==> config.mk <==
export PLATFORM = sky130hd
export DESIGN_NAME = eiac_top
export DESIGN_NICKNAME = d
export VERILOG_FILES = /design/src/eiac_pkg.sv /design/src/eiac_edge_det.sv /design/src/eiac_top.sv
export VERILOG_INCLUDE_DIRS = /design/src
export SDC_FILE = /design/constraint.sdc
export NUM_CORES = 1
export LEC_CHECK = 0
export BUFFER_PORTS_ARGS = -buffer_cell sky130_fd_sc_hd__buf_4
export CAP_MARGIN = 10
export CORE_MARGIN = 2
export CORE_UTILIZATION = 45
export DETAILED_ROUTE_END_ITERATION = 8
export MAX_ROUTING_LAYER = met4
export PLACE_DENSITY = 0.72
export SLEW_MARGIN = 25
export SYNTH_ARGS = -nofsm -noshare
export SYNTH_HDL_FRONTEND = slang
export SYNTH_SLANG_ARGS = --single-unit
==> constraint.sdc <==
create_clock -name clk_sys -period 3 [get_ports clk_sys]
set_input_delay 0.15 -clock clk_sys [delete_from_list [all_inputs] [get_ports clk_sys]]
set_output_delay 0.15 -clock clk_sys [all_outputs]
set_load 0.01 [all_outputs]
==> src/eiac_map.svh <==
// Register offsets, field positions, reset values and timing counts
// Operation
// (RQ1) Edge select: 00 fall, 01 rise, 11 both
// (RQ2) Select A: pin2 7:6, pin1 5:4, pin0 3:2
// (RQ3) Select B: comparator 7:6, pin3 1:0
// (RQ4) Software masks, clears request, then unmasks
// (RQ5) Status word holds global enable, resets 02h
// (RQ6) Acknowledge pushes status, clears global enable
// (RQ7) Key select: bit0 group, bits 4,5 single
// (RQ8) Selected key pin falling edge raises request
// (RQ9) Selected key pin gets pull-up unless output
// (RQ10) Detect falling edge of AND of selected
// (RQ11) Software masks key source around select write
// (RQ12) Non-maskable ignores enable, beats all maskable
// (RQ13) Non-maskable pushes status, PC, vectors
// (RQ14) Non-maskable nests inside its own routine
// (RQ15) Maskable needs request, no mask, enable
// (RQ16) Request to service takes 9 to 19 clocks
// (RQ17) Highest priority eligible request goes first
// (RQ18) Pending request taken once conditions hold
// (RQ19) Maskable pushes status, PC, loads own vector
// (RQ20) Flag in final clock waits one instruction
// (RQ21) Hold requests while flag registers accessed
// (RQ22) Maskable nesting only after enable re-set
// (RQ23) Priority 0 highest through 15 lowest
// (RQ24) Request set on event, cleared on acknowledge
// (RQ25) Masks reset to ones, requests to zero
// (RQ26) Pins synchronised by two flip-flops first
`ifndef EIAC_MAP_SVH
`define EIAC_MAP_SVH
`define EIAC_ADDR_SEL_A 16'hFFEC
`define EIAC_ADDR_SEL_B 16'hFFED
`define EIAC_ADDR_KEY_SEL 16'hFFF5
`define EIAC_RST_SEL 8'h00
`define EIAC_RST_PSW 8'h02
`define EIAC_RST_MASK 16'hFFFF
`define EIAC_RST_REQ 16'h0000
`define EIAC_PSW_IE_BIT 1
`define EIAC_SEL_A_WMASK 8'hFC
`define EIAC_SEL_B_WMASK 8'hC3
`define EIAC_KEY_WMASK 8'h31
`define EIAC_SRC_PIN0 1
`define EIAC_SRC_PIN1 2
`define EIAC_SRC_PIN2 3
`define EIAC_SRC_PIN3 4
`define EIAC_SRC_KEY 13
`define EIAC_SRC_CMP 15
`define EIAC_LAT_MIN_CLK 9
`define EIAC_LAT_MAX_CLK 19
`endif

==> src/eiac_pkg.sv <==
// Types shared by the interrupt front end
package eiac_pkg;
    typedef enum logic [1:0] {
        EIAC_EDGE_FALL = 2'b00,
        EIAC_EDGE_RISE = 2'b01,
        EIAC_EDGE_BAD = 2'b10,
        EIAC_EDGE_BOTH = 2'b11
    } eiac_edge_e;
    typedef enum logic [1:0] {
        EIAC_ST_IDLE = 2'b00,
        EIAC_ST_PUSH_PSW = 2'b01,
        EIAC_ST_PUSH_PC = 2'b10,
        EIAC_ST_VECTOR = 2'b11
    } eiac_state_e;
    typedef struct packed {
        logic wr;
        logic rd;
        logic [15:0] addr;
        logic [7:0] wdata;
    } eiac_sfr_s;
    typedef struct packed {
        logic start;
        logic nmi;
        logic [3:0] source;
    } eiac_ack_s;
endpackage

==> src/eiac_edge_det.sv <==
// Two-stage synchroniser and selectable edge detector for one pin
`timescale 1ns/1ps
module eiac_edge_det
    import eiac_pkg::*;
(
    input wire logic clk_sys,
    input wire logic reset_n,
    input wire logic pin,
    input wire logic [1:0] edge_sel,
    output logic pin_sync,
    output logic edge_hit
);
    logic meta_q;
    logic sync_q;
    logic prev_q;
    logic [2:0] fill_q;
    logic edge_raw;

    // Synchronise then remember last level
    always_ff @(posedge clk_sys or negedge reset_n) begin
        if (!reset_n) begin
            meta_q <= 1'b1;
            sync_q <= 1'b1;
            prev_q <= 1'b1;
            fill_q <= 3'h0;
        end else begin
            fill_q <= {fill_q[1:0], 1'b1};
            meta_q <= pin; // RQ26
            sync_q <= meta_q; // RQ26
            prev_q <= sync_q;
        end
    end

    assign pin_sync = sync_q;

    // Edge qualification per select code
    always_comb begin
        case (eiac_edge_e'(edge_sel))
            EIAC_EDGE_FALL: edge_raw = prev_q & ~sync_q; // RQ1
            EIAC_EDGE_RISE: edge_raw = ~prev_q & sync_q; // RQ1
            EIAC_EDGE_BOTH: edge_raw = prev_q ^ sync_q; // RQ1
            default: edge_raw = 1'b0; // RQ1
        endcase
    end

    // Reset levels are not pin samples: no false edge right after reset
    assign edge_hit = edge_raw & fill_q[2];
endmodule

==> src/eiac_top.sv <==
// Interrupt edge select, key return detect, request gating and acknowledge
`timescale 1ns/1ps
`include "eiac_map.svh"
module eiac_top
    import eiac_pkg::*;
(
    input wire logic clk_sys,
    input wire logic reset_n,
    input wire eiac_sfr_s sfr,
    output logic [7:0] sfr_rdata,
    input wire logic [3:0] ext_irq_pin,
    input wire logic comparator_irq,
    input wire logic [5:0] key_pin,
    input wire logic [5:0] key_pin_is_output,
    output logic [5:0] key_pullup_en,
    input wire logic [15:0] periph_req,
    input wire logic nmi_req,
    input wire logic instr_last_clk,
    input wire logic flag_reg_access,
    input wire logic enable_irq_instr,
    input wire logic irq_off_instr,
    input wire logic return_from_irq_instr,
    input wire logic psw_wr,
    input wire logic [7:0] psw_wdata,
    input wire logic mask_wr,
    input wire logic [15:0] mask_wdata,
    input wire logic req_clr,
    input wire logic [15:0] req_clr_bits,
    input wire logic [15:0] pc_in,
    output logic [7:0] program_status_word,
    output logic global_irq_enable,
    output logic [15:0] source_request_flag,
    output logic [15:0] source_mask_flag,
    output eiac_ack_s ack,
    output logic push_valid,
    output logic [7:0] push_data,
    output logic vector_valid,
    output logic [15:0] vector_addr
);
    logic [7:0] ext_edge_select_a_q;
    logic [7:0] ext_edge_select_b_q;
    logic [7:0] key_return_select_q;
    logic [7:0] psw_q;
    logic [15:0] mask_q;
    logic [15:0] req_q;
    logic [15:0] req_set;
    logic [4:0] sync_lvl;
    logic [4:0] edge_hit;
    logic [5:0] key_meta_q;
    logic [5:0] key_sync_q;
    logic key_and_prev_q;
    logic [5:0] key_en;
    logic key_and;
    logic key_fall;
    logic [15:0] eligible;
    logic mask_any;
    logic [3:0] win_src;
    logic arm_q;
    logic nmi_meta_q;
    logic nmi_sync_q;
    logic nmi_prev_q;
    logic nmi_pend_q;
    eiac_state_e state_q;
    logic take_nmi_q;
    logic [3:0] src_q;
    logic [7:0] psw_save_q;
    logic [15:0] pc_save_q;
    logic [1:0] pc_byte_q;
    logic [7:0] rdata_q;
    logic push_valid_q;
    logic [7:0] push_data_q;
    logic vector_valid_q;
    logic [15:0] vector_q;
    logic ack_start;

    // Lowest-numbered set bit wins
    function automatic logic [3:0] eiac_prio(input logic [15:0] v);
        logic [3:0] r;
        r = 4'h0;
        for (int i = 15; i >= 0; i--) begin
            if (v[i]) begin
                r = 4'(i);
            end
        end
        return r;
    endfunction

    // Vector address per source, two bytes per entry from the non-maskable 0004h, source 0 sharing it
    function automatic logic [15:0] eiac_vec(input logic [4:0] n);
        return 16'h0004 + {10'h000, n, 1'b0};
    endfunction

    // Edge detectors for four external pins and comparator
    for (genvar g = 0; g < 5; g++) begin : g_edge
        logic [1:0] sel;
        logic pin_in;
        if (g < 3) begin : g_a
            assign sel = ext_edge_select_a_q[2*g+3 -: 2]; // RQ2
            assign pin_in = ext_irq_pin[g];
        end else if (g == 3) begin : g_b
            assign sel = ext_edge_select_b_q[1:0]; // RQ3
            assign pin_in = ext_irq_pin[3];
        end else begin : g_c
            assign sel = ext_edge_select_b_q[7:6]; // RQ3
            assign pin_in = comparator_irq;
        end
        eiac_edge_det u_det (
            .clk_sys(clk_sys),
            .reset_n(reset_n),
            .pin(pin_in),
            .edge_sel(sel),
            .pin_sync(sync_lvl[g]),
            .edge_hit(edge_hit[g])
        );
    end

    // Key pin synchronisers
    always_ff @(posedge clk_sys or negedge reset_n) begin
        if (!reset_n) begin
            key_meta_q <= 6'h3F;
            key_sync_q <= 6'h3F;
        end else begin
            key_meta_q <= key_pin; // RQ26
            key_sync_q <= key_meta_q; // RQ26
        end
    end

    // Enabled key pins and falling edge of their AND
    assign key_en = {key_return_select_q[5:4], {4{key_return_select_q[0]}}};
    assign key_and = &(key_sync_q | ~key_en); // RQ10
    assign key_fall = key_and_prev_q & ~key_and & (|key_en); // RQ8
    assign key_pullup_en = key_en & ~key_pin_is_output; // RQ9

    always_ff @(posedge clk_sys or negedge reset_n) begin
        if (!reset_n) begin
            key_and_prev_q <= 1'b1;
        end else begin
            key_and_prev_q <= key_and;
        end
    end

    // Register writes on the documented special function addresses
    always_ff @(posedge clk_sys or negedge reset_n) begin
        if (!reset_n) begin
            ext_edge_select_a_q <= `EIAC_RST_SEL; // RQ2
            ext_edge_select_b_q <= `EIAC_RST_SEL; // RQ3
            key_return_select_q <= `EIAC_RST_SEL; // RQ7
        end else if (sfr.wr) begin
            if (sfr.addr == `EIAC_ADDR_SEL_A) begin
                ext_edge_select_a_q <= sfr.wdata & `EIAC_SEL_A_WMASK; // RQ2
            end else if (sfr.addr == `EIAC_ADDR_SEL_B) begin
                ext_edge_select_b_q <= sfr.wdata & `EIAC_SEL_B_WMASK; // RQ3
            end else if (sfr.addr == `EIAC_ADDR_KEY_SEL) begin
                key_return_select_q <= sfr.wdata & `EIAC_KEY_WMASK; // RQ7
            end
        end
    end

    // Read data, zero for addresses not in this block
    always_ff @(posedge clk_sys or negedge reset_n) begin
        if (!reset_n) begin
            rdata_q <= 8'h00;
        end else if (sfr.rd) begin
            if (sfr.addr == `EIAC_ADDR_SEL_A) begin
                rdata_q <= ext_edge_select_a_q;
            end else if (sfr.addr == `EIAC_ADDR_SEL_B) begin
                rdata_q <= ext_edge_select_b_q;
            end else if (sfr.addr == `EIAC_ADDR_KEY_SEL) begin
                rdata_q <= key_return_select_q;
            end else begin
                rdata_q <= 8'h00;
            end
        end
    end
    assign sfr_rdata = rdata_q;

    // Request sources mapped onto priority slots
    always_comb begin
        req_set = periph_req;
        req_set[`EIAC_SRC_PIN0] = edge_hit[0];
        req_set[`EIAC_SRC_PIN1] = edge_hit[1];
        req_set[`EIAC_SRC_PIN2] = edge_hit[2];
        req_set[`EIAC_SRC_PIN3] = edge_hit[3];
        req_set[`EIAC_SRC_KEY] = key_fall;
        req_set[`EIAC_SRC_CMP] = edge_hit[4];
    end

    // Request flags: set beats software clear and acknowledge clear
    always_ff @(posedge clk_sys or negedge reset_n) begin
        if (!reset_n) begin
            req_q <= `EIAC_RST_REQ; // RQ25
        end else begin
            req_q <= (req_q
                & ~(req_clr ? req_clr_bits : 16'h0000)
                & ~((ack_start && !take_nmi_next()) ?
                    (16'h0001 << win_src) : 16'h0000)) // RQ24
                | req_set; // RQ24
        end
    end

    // Mask flags, all sources masked after reset
    always_ff @(posedge clk_sys or negedge reset_n) begin
        if (!reset_n) begin
            mask_q <= `EIAC_RST_MASK; // RQ25
        end else if (mask_wr) begin
            mask_q <= mask_wdata;
        end
    end

    // Eligibility and fixed priority select
    assign eligible = req_q & ~mask_q & {16{psw_q[`EIAC_PSW_IE_BIT]}}; // RQ15
    assign mask_any = |eligible;
    assign win_src = eiac_prio(eligible); // RQ17 RQ23

    // Non-maskable request sync and latch until taken
    always_ff @(posedge clk_sys or negedge reset_n) begin
        if (!reset_n) begin
            nmi_meta_q <= 1'b0;
            nmi_sync_q <= 1'b0;
            nmi_prev_q <= 1'b0;
            nmi_pend_q <= 1'b0;
        end else begin
            nmi_meta_q <= nmi_req;
            nmi_sync_q <= nmi_meta_q;
            nmi_prev_q <= nmi_sync_q;
            if (nmi_sync_q && !nmi_prev_q) begin
                nmi_pend_q <= 1'b1; // RQ14
            end else if (ack_start && nmi_pend_q) begin
                nmi_pend_q <= 1'b0;
            end
        end
    end

    function automatic logic take_nmi_next();
        return nmi_pend_q; // RQ12
    endfunction

    // Arm on the clock before the last: a flag seen then is taken at end
    always_ff @(posedge clk_sys or negedge reset_n) begin
        if (!reset_n) begin
            arm_q <= 1'b0;
        end else begin
            arm_q <= (nmi_pend_q || mask_any) && !flag_reg_access; // RQ20 RQ21
        end
    end

    // Acknowledge at an instruction boundary, in idle only
    assign ack_start = (state_q == EIAC_ST_IDLE) && instr_last_clk
        && arm_q && !flag_reg_access // RQ18 RQ21
        && (nmi_pend_q || mask_any); // RQ16

    // Acknowledge sequencer: push status, push PC, vector
    always_ff @(posedge clk_sys or negedge reset_n) begin
        if (!reset_n) begin
            state_q <= EIAC_ST_IDLE;
            take_nmi_q <= 1'b0;
            src_q <= 4'h0;
            psw_save_q <= 8'h00;
            pc_save_q <= 16'h0000;
            pc_byte_q <= 2'b00;
        end else begin
            case (state_q)
                EIAC_ST_IDLE: begin
                    if (ack_start) begin
                        take_nmi_q <= nmi_pend_q; // RQ12
                        src_q <= win_src;
                        psw_save_q <= psw_q; // RQ6
                        pc_save_q <= pc_in;
                        state_q <= EIAC_ST_PUSH_PSW;
                    end
                end
                EIAC_ST_PUSH_PSW: begin
                    pc_byte_q <= 2'b00;
                    state_q <= EIAC_ST_PUSH_PC; // RQ13 RQ19
                end
                EIAC_ST_PUSH_PC: begin
                    pc_byte_q <= pc_byte_q + 2'b01;
                    if (pc_byte_q == 2'b01) begin
                        state_q <= EIAC_ST_VECTOR;
                    end
                end
                EIAC_ST_VECTOR: begin
                    state_q <= EIAC_ST_IDLE;
                end
                default: begin
                    state_q <= EIAC_ST_IDLE;
                end
            endcase
        end
    end

    // Status word: instructions, whole-byte writes, cleared enable on acknowledge
    always_ff @(posedge clk_sys or negedge reset_n) begin
        if (!reset_n) begin
            psw_q <= `EIAC_RST_PSW; // RQ5
        end else if (ack_start) begin
            psw_q[`EIAC_PSW_IE_BIT] <= 1'b0; // RQ6 RQ13 RQ19 RQ22
        end else if (psw_wr) begin
            psw_q <= psw_wdata; // RQ5
        end else if (enable_irq_instr) begin
            psw_q[`EIAC_PSW_IE_BIT] <= 1'b1; // RQ5 RQ22
        end else if (irq_off_instr) begin
            psw_q[`EIAC_PSW_IE_BIT] <= 1'b0; // RQ5
        end
    end

    // Stack push stream and vector load
    always_ff @(posedge clk_sys or negedge reset_n) begin
        if (!reset_n) begin
            push_valid_q <= 1'b0;
            push_data_q <= 8'h00;
            vector_valid_q <= 1'b0;
            vector_q <= 16'h0000;
        end else begin
            push_valid_q <= 1'b0;
            vector_valid_q <= 1'b0;
            case (state_q)
                EIAC_ST_PUSH_PSW: begin
                    push_valid_q <= 1'b1;
                    push_data_q <= psw_save_q; // RQ13 RQ19
                end
                EIAC_ST_PUSH_PC: begin
                    push_valid_q <= 1'b1;
                    push_data_q <= pc_byte_q[0] ? pc_save_q[7:0]
                        : pc_save_q[15:8];
                end
                EIAC_ST_VECTOR: begin
                    vector_valid_q <= 1'b1;
                    vector_q <= take_nmi_q ? 16'h0004
                        : eiac_vec({1'b0, src_q}); // RQ19
                end
                default: begin
                    push_valid_q <= 1'b0;
                end
            endcase
        end
    end

    // Outputs
    assign ack.start = ack_start;
    assign ack.nmi = nmi_pend_q;
    assign ack.source = win_src;
    assign push_valid = push_valid_q;
    assign push_data = push_data_q;
    assign vector_valid = vector_valid_q;
    assign vector_addr = vector_q;
    assign program_status_word = psw_q;
    assign global_irq_enable = psw_q[`EIAC_PSW_IE_BIT];
    assign source_request_flag = req_q;
    assign source_mask_flag = mask_q;
    // return_from_irq_instr is unused here; status is restored only by a psw_wr of the popped byte
    logic unused_return_from_irq_instr;
    assign unused_return_from_irq_instr = return_from_irq_instr;
endmodule

Yosys cells after proc, flatten, opt, wreduce, memory -nomap -nowiden
Cells that the tools add are included.

Bits in registers: 168. Input port bits: 126. Output and inout bits: 87. Word-level logic and storage cells: 188.

Add/sub/neg operators: 2. Eq/ne operators: 19. Shift-type cells: 1. Mux-type cells: 41. Bitwise operators: 48. Reductions and logical operators: 31.

Operators by type and width (number): 16-bit bitwise AND (4); 4-bit two-way mux (16); 16-bit equality test, second input constant (3); 16-bit NOT (3); 16-bit two-way mux (2); 8-bit two-way mux (3); 1-bit bitwise AND (17); 16-bit bitwise OR (1); 8-bit one-hot mux with 2 select lines (1); 16-bit OR reduction (1); 1-bit by 4-bit left shift with 16-bit output, first input constant (1); 1-bit one-hot mux with 3 select lines (5); 2-bit by 1-bit equality test with 1-bit output, second input constant (7); 2-bit equality test, second input constant (7); 1-bit NOT (14); 2-bit logical NOT (6); 6-bit two-way mux (2); 6-bit NOT (2); 1-bit logical AND (8); 1-bit two-way mux (8); 2-bit one-hot mux with 4 select lines (1); 2-bit AND reduction (4); 3-bit by 5-bit adder with 6-bit output, first input constant (1); 6-bit bitwise AND (1); other kinds (15) (24).

Depth between registers and ports, before layout
Gate-level depths: netlist of run 1.

Depth in word-level cells: 24. Depth in mapped cells: 8. Gate-level depth less buffers: 7.

Modules after synthesis
Synthesis of run 1 repeated with hierarchy kept, for this count alone.

Cells, all modules: 554. Area total of the unflattened synthesis: 6829.0 sq um.

By module, submodules not included: eiac_top (instances 1, cells each 479, area an instance 5728.0 sq um); eiac_edge_det (instances 5, cells each 15, area an instance 220.2 sq um).

Worst setup path after synthesis of run 1
Ideal clock, no wire load.

Kind: reg-to-reg. From: register mask_q[6], in the netlist source_mask_flag[6]. To: register pc_save_q[15]. Arrival: 2137 ps. Required time: 2872 ps. Setup slack: 735 ps. Cell stages (with the launch flop): 7. Path buffers: 1. Period minus slack after synthesis: 2265 ps. Cell sequence: dfstp_2 > nor2b_1 > o41ai_2 > nand3_1 > o31ai_4 > buf_2 > mux2_1.

Word-level cells in the longest chain between the ends: 7.

RTL lines: start: declaration (RTL line eiac_top.sv:44) `logic [15:0] mask_q;`; start signal: assignment (RTL line eiac_top.sv:204) `` mask_q <= `EIAC_RST_MASK; ``; start signal: assignment (RTL line eiac_top.sv:206) `mask_q <= mask_wdata;`; 16-bit NOT (RTL line eiac_top.sv:211) `` assign eligible = req_q & ~mask_q & {16{psw_q[`EIAC_PSW_IE_BIT]}}; ``; 16-bit bitwise AND (2 in series) (RTL line eiac_top.sv:211); 16-bit OR reduction (RTL line eiac_top.sv:212) `assign mask_any = |eligible;`; 1-bit logical OR (RTL line eiac_top.sv:250) `&& (nmi_pend_q || mask_any);`; 1-bit logical AND (RTL line eiac_top.sv:250); 2-bit AND reduction (no line); end signal: assignment (RTL line eiac_top.sv:268) `pc_save_q <= pc_in;`; end: declaration (RTL line eiac_top.sv:67) `logic [15:0] pc_save_q;`.

Every way passes these cells. A chain may end at the register's enable or synchronous reset.

==> impl_metrics.ini, run 1 <==
[layout]
diodes = 0
nets = 952
seqCellArea_mm2 = 0.00368
layout-drive-gt1-share = 0.393
post-route-cell-area_mm2 = 0.00942
fillers = 1036
multi_input_area_mm2 = 0.00247
areaGrowthSynthToFinish_pct = 47.3

[synthesis]
synth_top_family_by_area = multiplexers
synth_xor_xnor_area_share = 0.00137
synth_cell_types = 54
synth_flop_cell = dfrtp_1
synthAdderAreaFrac = 0.0293
synth-compound-area-share = 0.0929
yosysTopAreaCell = dfrtp_1
synth_edf_count = 0
yosys-top-cells-area = dfrtp_1, dfstp_2, mux2_2
synth_area_mm2 = 0.00640
synth.top_cells.by_count = dfrtp_1, dfstp_2, nand2_1, mux2_2, a21oi_1
synth_seq_cells = 145
synthMuxAreaShare = 0.149
ys_seq_area_frac = 0.576
yosysMostFrequentCell = dfrtp_1
yosysTopAreaCellShare = 0.391
synth_warnings = 0
synth-async-reset-ratio = 1.00
synthSimpleGateAreaFrac = 0.104
synthCells = 538
syn_area_per_cell_um2 = 11.9

[power_and_ir_drop]
combPwrFrac = 0.251
intPower_uw = 4910
switching_share = 0.273
leakage_uw = 0.00439
seqPwrFrac = 0.396
power_uw = 6750
power.switching_uw = 1840
p_clk_frac = 0.353
powerDensity_mw_per_mm2 = 716
ir_worst_vdd_v = 0.000489

[routing]
vias = 5120
drcViolationCount = 0
wl_per_cell_um = 16.1
drtIter0Drc = 355
vias_per_cell = 5.10
dr.pass1.iters = 4
drt-total-wl_um = 16100
antenna_left = 0

[global_routing]
grt_busiest_layer = met2
grt_pass1_wl_um = 25100
grt_util_met1 = 0.255
grt_pass1_vias = 5175
grt.overflow.total = 0
use_met2 = 0.387
antenna_found_initial = 0
grtUsageTotal = 0.226
met3_usage = 0.0457
grt_max_degree = 78

[cts]
clk_latency_ns = 0.42
clkSinkCount = 145
cts_tree = done
clk_pin_slew_ns = 0.05
cts_buffer_depth = 2
cts_root_buf = clkbuf_16
htreeDepth = 4
cts_buffers = 17

[floorplanning]
die_h_um = 123
die_area_mm2 = 0.0152
ios = 213
core.rowCount = 43
fp.dieW_um = 123
start_util = 0.461
core_area_mm2 = 0.0139

[timing]
maxSlewViolCount = 0
period_needed_ns = 2.85
hold_viol = 0
setup_viol = 0
rsz0062_at_grt = no
fmax_ghz = 0.351
slew-limit-headroom = 0.522
skew_ns = 0.00669
tightest_slew_ns = 0.711
setup-tns-final_ns = 0
holdWs_ns = 0.0320
final.period_utilization = 0.950

[critical_path]
cp_slowest_cell = dfstp_2
ff2ff_setup_slack_ns = 0.41
max_stage_delay_ns = 0.53
critPathMaxFanout = 24
path_cells = nor2b_1 > o41ai_2 > nand3_1 > o31ai_4 > buf_6 > inv_2 > buf_4
required_ns = 2.85
cp-start-kind = register
crit_type = register to primary output
cp-end-kind = primary output
cpLargestDelayFamily = compound AO/OA/AOI/OAI gates
cp.arrival_ns = 2.70
path_buf_inv = 3

[placement]
port_buffers = 194
gp_congestion = 0.925
post_dp_cell_area_mm2 = 0.00800
dp_hpwl_um = 11400

[run_status]
outcome = finished, final reports clean

[hold_path]
hold_path.class = primary input to register

[job]
maxCapViolCount = 0
-- metal layers --
layer | vias to the layer above | part of all wire
met3 | 34 | 0.049
met1 | 2498 | 0.40
met2 | 192 | 0.52
met4 | 0 | 0.025
met5 | - | 0
li1 | 2396 | -
-- path summary, 6_finish.rpt --
check	start	end	cells past startpoint
worst max-delay path	source_mask_flag[7]	ack[5]	7
worst min-delay path	req_clr_bits[15]	source_request_flag[15]	4
worst max register to register	source_mask_flag[7]	program_status_word[0]	7
worst min register to register	g_edge[0].u_det.fill_q[1]	g_edge[0].u_det.fill_q[2]	0
max in group asynchronous	reset_n	source_mask_flag[1]	3
min in group asynchronous	reset_n	sfr_rdata[4]	2
-- worst reg2reg max path: stages, from the launching register on --
cell	delay, ns
dfstp_2	0.53
nor2b_1	0.10
o41ai_2	0.47
nand3_1	0.29
o31ai_4	0.40
buf_4	0.18
nand2_2	0.15
mux2_1	0.36
-- placed cells by master, fill, tap and decap left out, drive strengths merged, types with 5 or more instances in the layout --
cell | netlist | layout
buf | 19 | 202
dfrtp | 100 | 100
dlygate4sd3 | 0 | 72
mux2 | 72 | 72
dfstp | 45 | 45
nand2 | 43 | 43
a21oi | 36 | 36
nor2 | 34 | 34
inv | 32 | 32
clkbuf | 11 | 22
nor2b | 20 | 20
o21ai | 20 | 20
ha | 15 | 15
mux2i | 14 | 14
conb | 2 | 12
nand3 | 10 | 10
nand2b | 9 | 9
bufinv | 0 | 6
a22oi | 5 | 5
-- repair_timing --
| action | in CTS | in global routing |
|---|---|---|
| endpoints found under the hold margin | 123 | 0 |
| hold buffers | 72 | 0 |
| gates resized for setup | 0 | 2 |
| buffers inserted | 0 | 2 |
| setup endpoints to repair | 0 | 1 |
-- flip-flops by register name, indices dropped and copies added (netlist names), 2 cells and up --
name                   flops
ext_edge_select_a_q        6
ext_edge_select_b_q        4
g_edge.u_det.fill_q        3
g_edge.u_det.meta_q        5
g_edge.u_det.pin_sync      5
g_edge.u_det.prev_q        5
key_meta_q                 6
key_return_select_q        3
key_sync_q                 6
pc_byte_q                  2
pc_save_q                 16
program_status_word        8
psw_save_q                 8
push_data                  8
sfr_rdata                  8
source_mask_flag          16
source_request_flag       16
src_q                      4
state_q                    2
vector_addr                5
-- cell type report --
| cell class | instances | area share |
|---|---|---|
| Inverter | 32 | 0.0127 |
| Clock buffer | 22 | 0.0493 |
| Timing Repair Buffer | 274 | 0.240 |
| Multi-Input combinational cell | 341 | 0.262 |
| Tap cell | 180 | 0.0239 |
| Clock inverter | 10 | 0.0219 |
| Sequential cell | 145 | 0.391 |
-- power by group through the flow --
stage,logic (uW),registers [uW],clock network [uW]
2_1_floorplan,924,2690,0
5_1_grt,1860,2730,2520
3_5_place_dp,1610,2710,0
6_report,1690,2680,2380
4_1_cts,1690,2680,2430
3_3_place_gp,1550,2680,0
-- logic make-up after synthesis --
kind of cell | Yosys count
AOI/OAI and AO/OA | 90
buffers and inverters | 62
and+or+nand+nor | 137
adders and majority gates | 15
xor gates and xnor gates | 1
muxes | 86
other | 2
DFF | 145
-- per-stage QoR --
stage	setup slack [ns]	std cells	util
floorplan	0.735	548	-
global placement	0.434	898	0.577
detailed placement	0.336	898	0.577
CTS	0.0346	1002	0.677
global route	0.0132	1004	0.679
finish	0.150	1004	0.679
(Power assumes the default switching activity.)
==> inputs of run 2 (changes only) <==
- SYNTH_HIERARCHICAL: default -> 1
==> run 2 against run 1 <==
Via count increased by 2.2%. Synthesized cell count up 3.0%. Total power fell by 2.2%. Final area up 3.3%. Die area up 6.5%. Setup slack gained 0.037 ns. Critical endpoint unchanged. Largest cell class unchanged. Largest power group unchanged. Highest routed layer unchanged.
==> impl_metrics.ini, run 2 <==
[run_status]
outcome = finished, final reports clean

[critical_path]
required_ns = 2.85
cp.arrival_ns = 2.66
crit_type = register to primary output
critPathMaxFanout = 33
cp-start-kind = register
cp-end-kind = primary output

[layout]
areaGrowthSynthToFinish_pct = 42.5
final_common_cell = buf_4
layout-drive-gt1-share = 0.432
stdcell_count = 1026
diodes = 0
fin_util = 0.648
fillers = 1147
layout_common_cells = buf_4, dfrtp_1, dlygate4sd3_1, mux2_2, dfstp_2
nets = 966

[placement]
gp_congestion = 0.918
port_buffers = 194
dp_hpwl_um = 11800
dp_cells = 921

[timing]
hold_viol = 0
rsz0062_at_grt = no
skew_ns = 0.00709
maxSlewViolCount = 0
final.period_utilization = 0.938
fmax_ghz = 0.355
setup_viol = 0
slew-limit-headroom = 0.430
setup-tns-final_ns = 0
tightest_slew_ns = 0.853
period_needed_ns = 2.81

[synthesis]
yosysTopAreaCell = dfrtp_1
synthCells = 554
synth-async-reset-ratio = 1.00
synth_warnings = 6
ys_seq_area_frac = 0.584
syn_area_per_cell_um2 = 12.3
yosys-top-cells-area = dfrtp_1, dfstp_2, mux2_2
yosysMostFrequentCell = dfrtp_1
synth_flop_cell = dfrtp_1
synth_edf_count = 0
synth.top_cells.by_count = dfrtp_1, mux2_2, dfstp_2, nor2_1, inv_1
yosysTopAreaCellShare = 0.410
synth_seq_cells = 157
synth_area_mm2 = 0.00683
synth_cell_types = 54

[routing]
drt-total-wl_um = 17000
wl_per_cell_um = 16.5
vias = 5234
antenna_left = 0
drtIter0Drc = 246
drcViolationCount = 0
dr.pass1.iters = 4
vias_per_cell = 5.10

[cts]
cts_root_buf = clkbuf_16
clk_pin_slew_ns = 0.07
cts_tree = done
cts_buffer_depth = 2
cts_buffers = 17
cts_hold_buf = 73
clkSinkCount = 157
clk_latency_ns = 0.43
post_cts_buffers = 0
cts-resized-gates = 0
htreeDepth = 4

[global_routing]
grt_max_degree = 87
grt_pass1_wl_um = 26800
met3_usage = 0.0381
antenna_found_initial = 0
grt.overflow.total = 0
grt_util_met1 = 0.258
grt_pass1_vias = 5438
grt_busiest_layer = met2
grtUsageTotal = 0.220
use_met2 = 0.372

[power_and_ir_drop]
powerDensity_mw_per_mm2 = 678
leakage_uw = 0.00447
ir_worst_vdd_v = 0.000487

[floorplanning]
start_util = 0.454
fp.dieW_um = 127
die_h_um = 127
core_area_mm2 = 0.0150
ios = 213
core.rowCount = 45
die_area_mm2 = 0.0162

[job]
maxCapViolCount = 0

[hold_path]
hold_path.class = primary input to register
## run 2: final timing paths
path	end	slack (ns)	startpoint	depth (start not counted)
max reg2reg	source_request_flag[5]	0.39	source_mask_flag[14]	6
max in group asynchronous	source_mask_flag[8]	1.79	reset_n	3
max	ack[5]	0.19	source_mask_flag[14]	7
min reg2reg	nmi_sync_q	0.35	nmi_meta_q	0
min	source_request_flag[11]	0.02	periph_req[11]	3
min in group asynchronous	key_return_select_q[5]	0.38	reset_n	2
## run 2: cell type report
type                            count  area (um2)  area share
Multi-Input combinational cell    349        2600       0.267
Clock buffer                       18         450      0.0463
Inverter                           28         105      0.0108
Sequential cell                   157        3990       0.409
Tap cell                          188         235      0.0242
Timing Repair Buffer              272        2250       0.231
Clock inverter                     14         106      0.0109
## run 2: metal layers
| metal | wire length [um] | vias to the layer above |
|---|---|---|
| met5 | 0 | - |
| met4 | 505 | 0 |
| met3 | 642 | 42 |
| met2 | 8840 | 171 |
| met1 | 6990 | 2555 |
| li1 | - | 2466 |
## run 2: cells by family (layout without fill, tap and decap cells)
kind of cell | Yosys count | after routing | share of synthesized area
DFF | 157 | 157 | 0.584
adders and majority gates | 15 | 15 | 0.0275
and+or+nand+nor | 142 | 142 | 0.112
buffers and inverters | 58 | 332 | 0.0414
AOI/OAI and AO/OA | 88 | 88 | 0.0901
other | 6 | 16 | 0.00330
muxes | 87 | 87 | 0.141
xor gates and xnor gates | 1 | 1 | 0.00128
## run 2: critical path: stages (launching register included)
cell      delay, ns
dfstp_2        0.54
and2b_1        0.22
o41ai_1        0.51
nand4_1        0.25
o21bai_2       0.21
buf_12         0.23
inv_1          0.10
buf_4          0.15
## run 2: stage by stage
stage | setup WS [ns] | hold WS [ns] | cell area, um2 | power [uW]
2_1_floorplan | 0.749 | -0.146 | 6870 | 3820
3_3_place_gp | 0.493 | 0.244 | 8450 | 4430
4_1_cts | 0.164 | 0.00586 | 9730 | 6650
3_5_place_dp | 0.408 | 0.259 | 8450 | 4520
5_1_grt | 0.0264 | 0.0451 | 9730 | 6930
6_report | 0.186 | 0.0152 | 9730 | 6600
## run 2: report_power, final
group / switching, uW / internal, uW / total, uW / leakage (uW)
registers: 281 / 2560 / 2840 / 0.00184
logic: 785 / 946 / 1730 / 0.00236
clock network: 907 / 1120 / 2030 / 0.000275
total: 1970 / 4630 / 6600 / 0.00447
==> inputs of run 3 (changes only) <==
- BUFFER_PORTS_ARGS: -buffer_cell sky130_fd_sc_hd__buf_4 -> -buffer_cell sky130_fd_sc_hd__buf_2
==> run 3 against run 2 <==
Setup slack improved by 0.041 ns. Critical path depth is the same. Final area shrank 4.7%. Critical endpoint unchanged. Count of clock-buffer cells in the layout up 2. Non-clock buffer count decreased by 1. Total power decreased by 0.68%. Critical path type unchanged. Utilization fell by 3.0 points. Die area did not move. Sequential power about the same. Largest cell class unchanged.
==> impl_metrics.ini, run 3 (synthesized netlist as in run 2, its figures left out) <==
[placement]
gp_congestion = 0.924
port_buffers = 194
dp_hpwl_um = 11800
pre_cts_slack_ns = 0.444

[floorplanning]
fp.dieW_um = 127
ios = 213
die_h_um = 127
core_area_mm2 = 0.0150
die_area_mm2 = 0.0162
core.rowCount = 45
start_util = 0.454

[global_routing]
grtUsageTotal = 0.215
grt_busiest_layer = met2
met3_usage = 0.0498
grt_util_met1 = 0.245
antenna_found_initial = 0
grt.overflow.total = 0
grt_pass1_wl_um = 26100
grt_pass1_vias = 5367
grt_max_degree = 78
use_met2 = 0.373

[critical_path]
cp.arrival_ns = 2.62
cp-start-kind = register
r2r_start = source_mask_flag[1]
critPathMaxFanout = 33
cp-end-kind = primary output
r2r_cells = 6
required_ns = 2.85
crit_type = register to primary output
startpoint = source_mask_flag[14]

[timing]
final.period_utilization = 0.924
maxSlewViolCount = 0
hold_viol = 0
setup-tns-final_ns = 0
worst_slack_ns = 0.227
skew_ns = 0.00791
tightest_slew_ns = 0.866
setup_viol = 0
slew-limit-headroom = 0.421
rsz0062_at_grt = no
period_needed_ns = 2.77
fmax_ghz = 0.361

[routing]
vias = 5243
drt-total-wl_um = 16500
vias_per_cell = 5.11
wl_per_cell_um = 16.1
dr.pass1.iters = 4
drcViolationCount = 0
antenna_left = 0
drtIter0Drc = 232

[power_and_ir_drop]
leakage_uw = 0.00433
ir_worst_vdd_v = 0.000388
powerDensity_mw_per_mm2 = 707

[hold_path]
whs_path_depth = 3
hold_path.class = primary input to register
min_from = psw_wr

[cts]
post_cts_buffers = 0
cts_buffers = 17
htreeDepth = 4
cts_root_buf = clkbuf_16
clk_latency_ns = 0.43
clk_pin_slew_ns = 0.06
cts_tree = done
cts_buffer_depth = 2
clkSinkCount = 157

[layout]
nets = 965
layout_common_cells = buf_2, dfrtp_1, mux2_2, dlygate4sd3_1, dfstp_2
final_common_cell = buf_2
areaGrowthSynthToFinish_pct = 35.8
layout-drive-gt1-share = 0.434

[run_status]
outcome = finished, final reports clean

[job]
maxCapViolCount = 0
-- run 3: cell count changes in the layout (fill, tap and decap cells not counted), sizes merged --
cell and change:
buf +1, clkbuf +2, clkinv -4, clkinvlp -1, diode +1, dlygate4sd3 -2
inv +3
-- run 3: final cells by class --
cell class,count,area (um2)
fill,1195,5760
sequential,157,3990
multi-input combinational,349,2600
timing repair buffer,271,1750
clock buffer,20,500
tap,188,235
inverter,28,105
clock inverter,12,104
antenna,1,2.50
-- run 3: critical path: stages (launching register included) --
cell and delay, ns:
dfstp_2 0.54, and2b_1 0.23, o41ai_1 0.47, nand4_1 0.26
o21bai_2 0.22, buf_12 0.22, inv_1 0.10, buf_2 0.15
-- run 3: path summary, 6_finish.rpt --
check / endpoint / slack, ns
min reg2reg: g_edge[4].u_det/fill_q[1] / 0.34
max in group asynchronous: program_status_word[1] / 1.76
min in group asynchronous: key_return_select_q[5] / 0.33
max: ack[5] / 0.23
min: program_status_word[1] / 0.02
max reg2reg: source_request_flag[13] / 0.43
-- run 3: per-layer routing --
layer	vias up	part of all wire	routed length, um
li1	2460	-	-
met1	2593	0.42	6880
met2	164	0.52	8620
met3	26	0.042	698
met4	0	0.019	307
met5	-	0	0
-- run 3: where the power goes --
part | switching [uW] | internal (uW)
Combinational | 767 | 809
Sequential | 269 | 2560
Clock | 914 | 1240
-- run 3: stage by stage --
stage | util | cells | hold WS, ns | power [uW] | area [um2]
after floorplan | - | 564 | -0.146 | 3820 | 6870
after global placement | 0.529 | 922 | 0.209 | 4280 | 7960
after detailed placement | 0.529 | 922 | 0.221 | 4380 | 7960
after CTS | 0.617 | 1025 | 0.0119 | 6630 | 9270
after global routing | 0.617 | 1025 | 0.0274 | 6920 | 9270
final | 0.617 | 1026 | 0.0163 | 6560 | 9280
-- run 3: repair_timing --
item,4_1_cts,5_1_grt
endpoints found under the hold margin,115,0
resized for setup,0,0
hold buffers,71,0
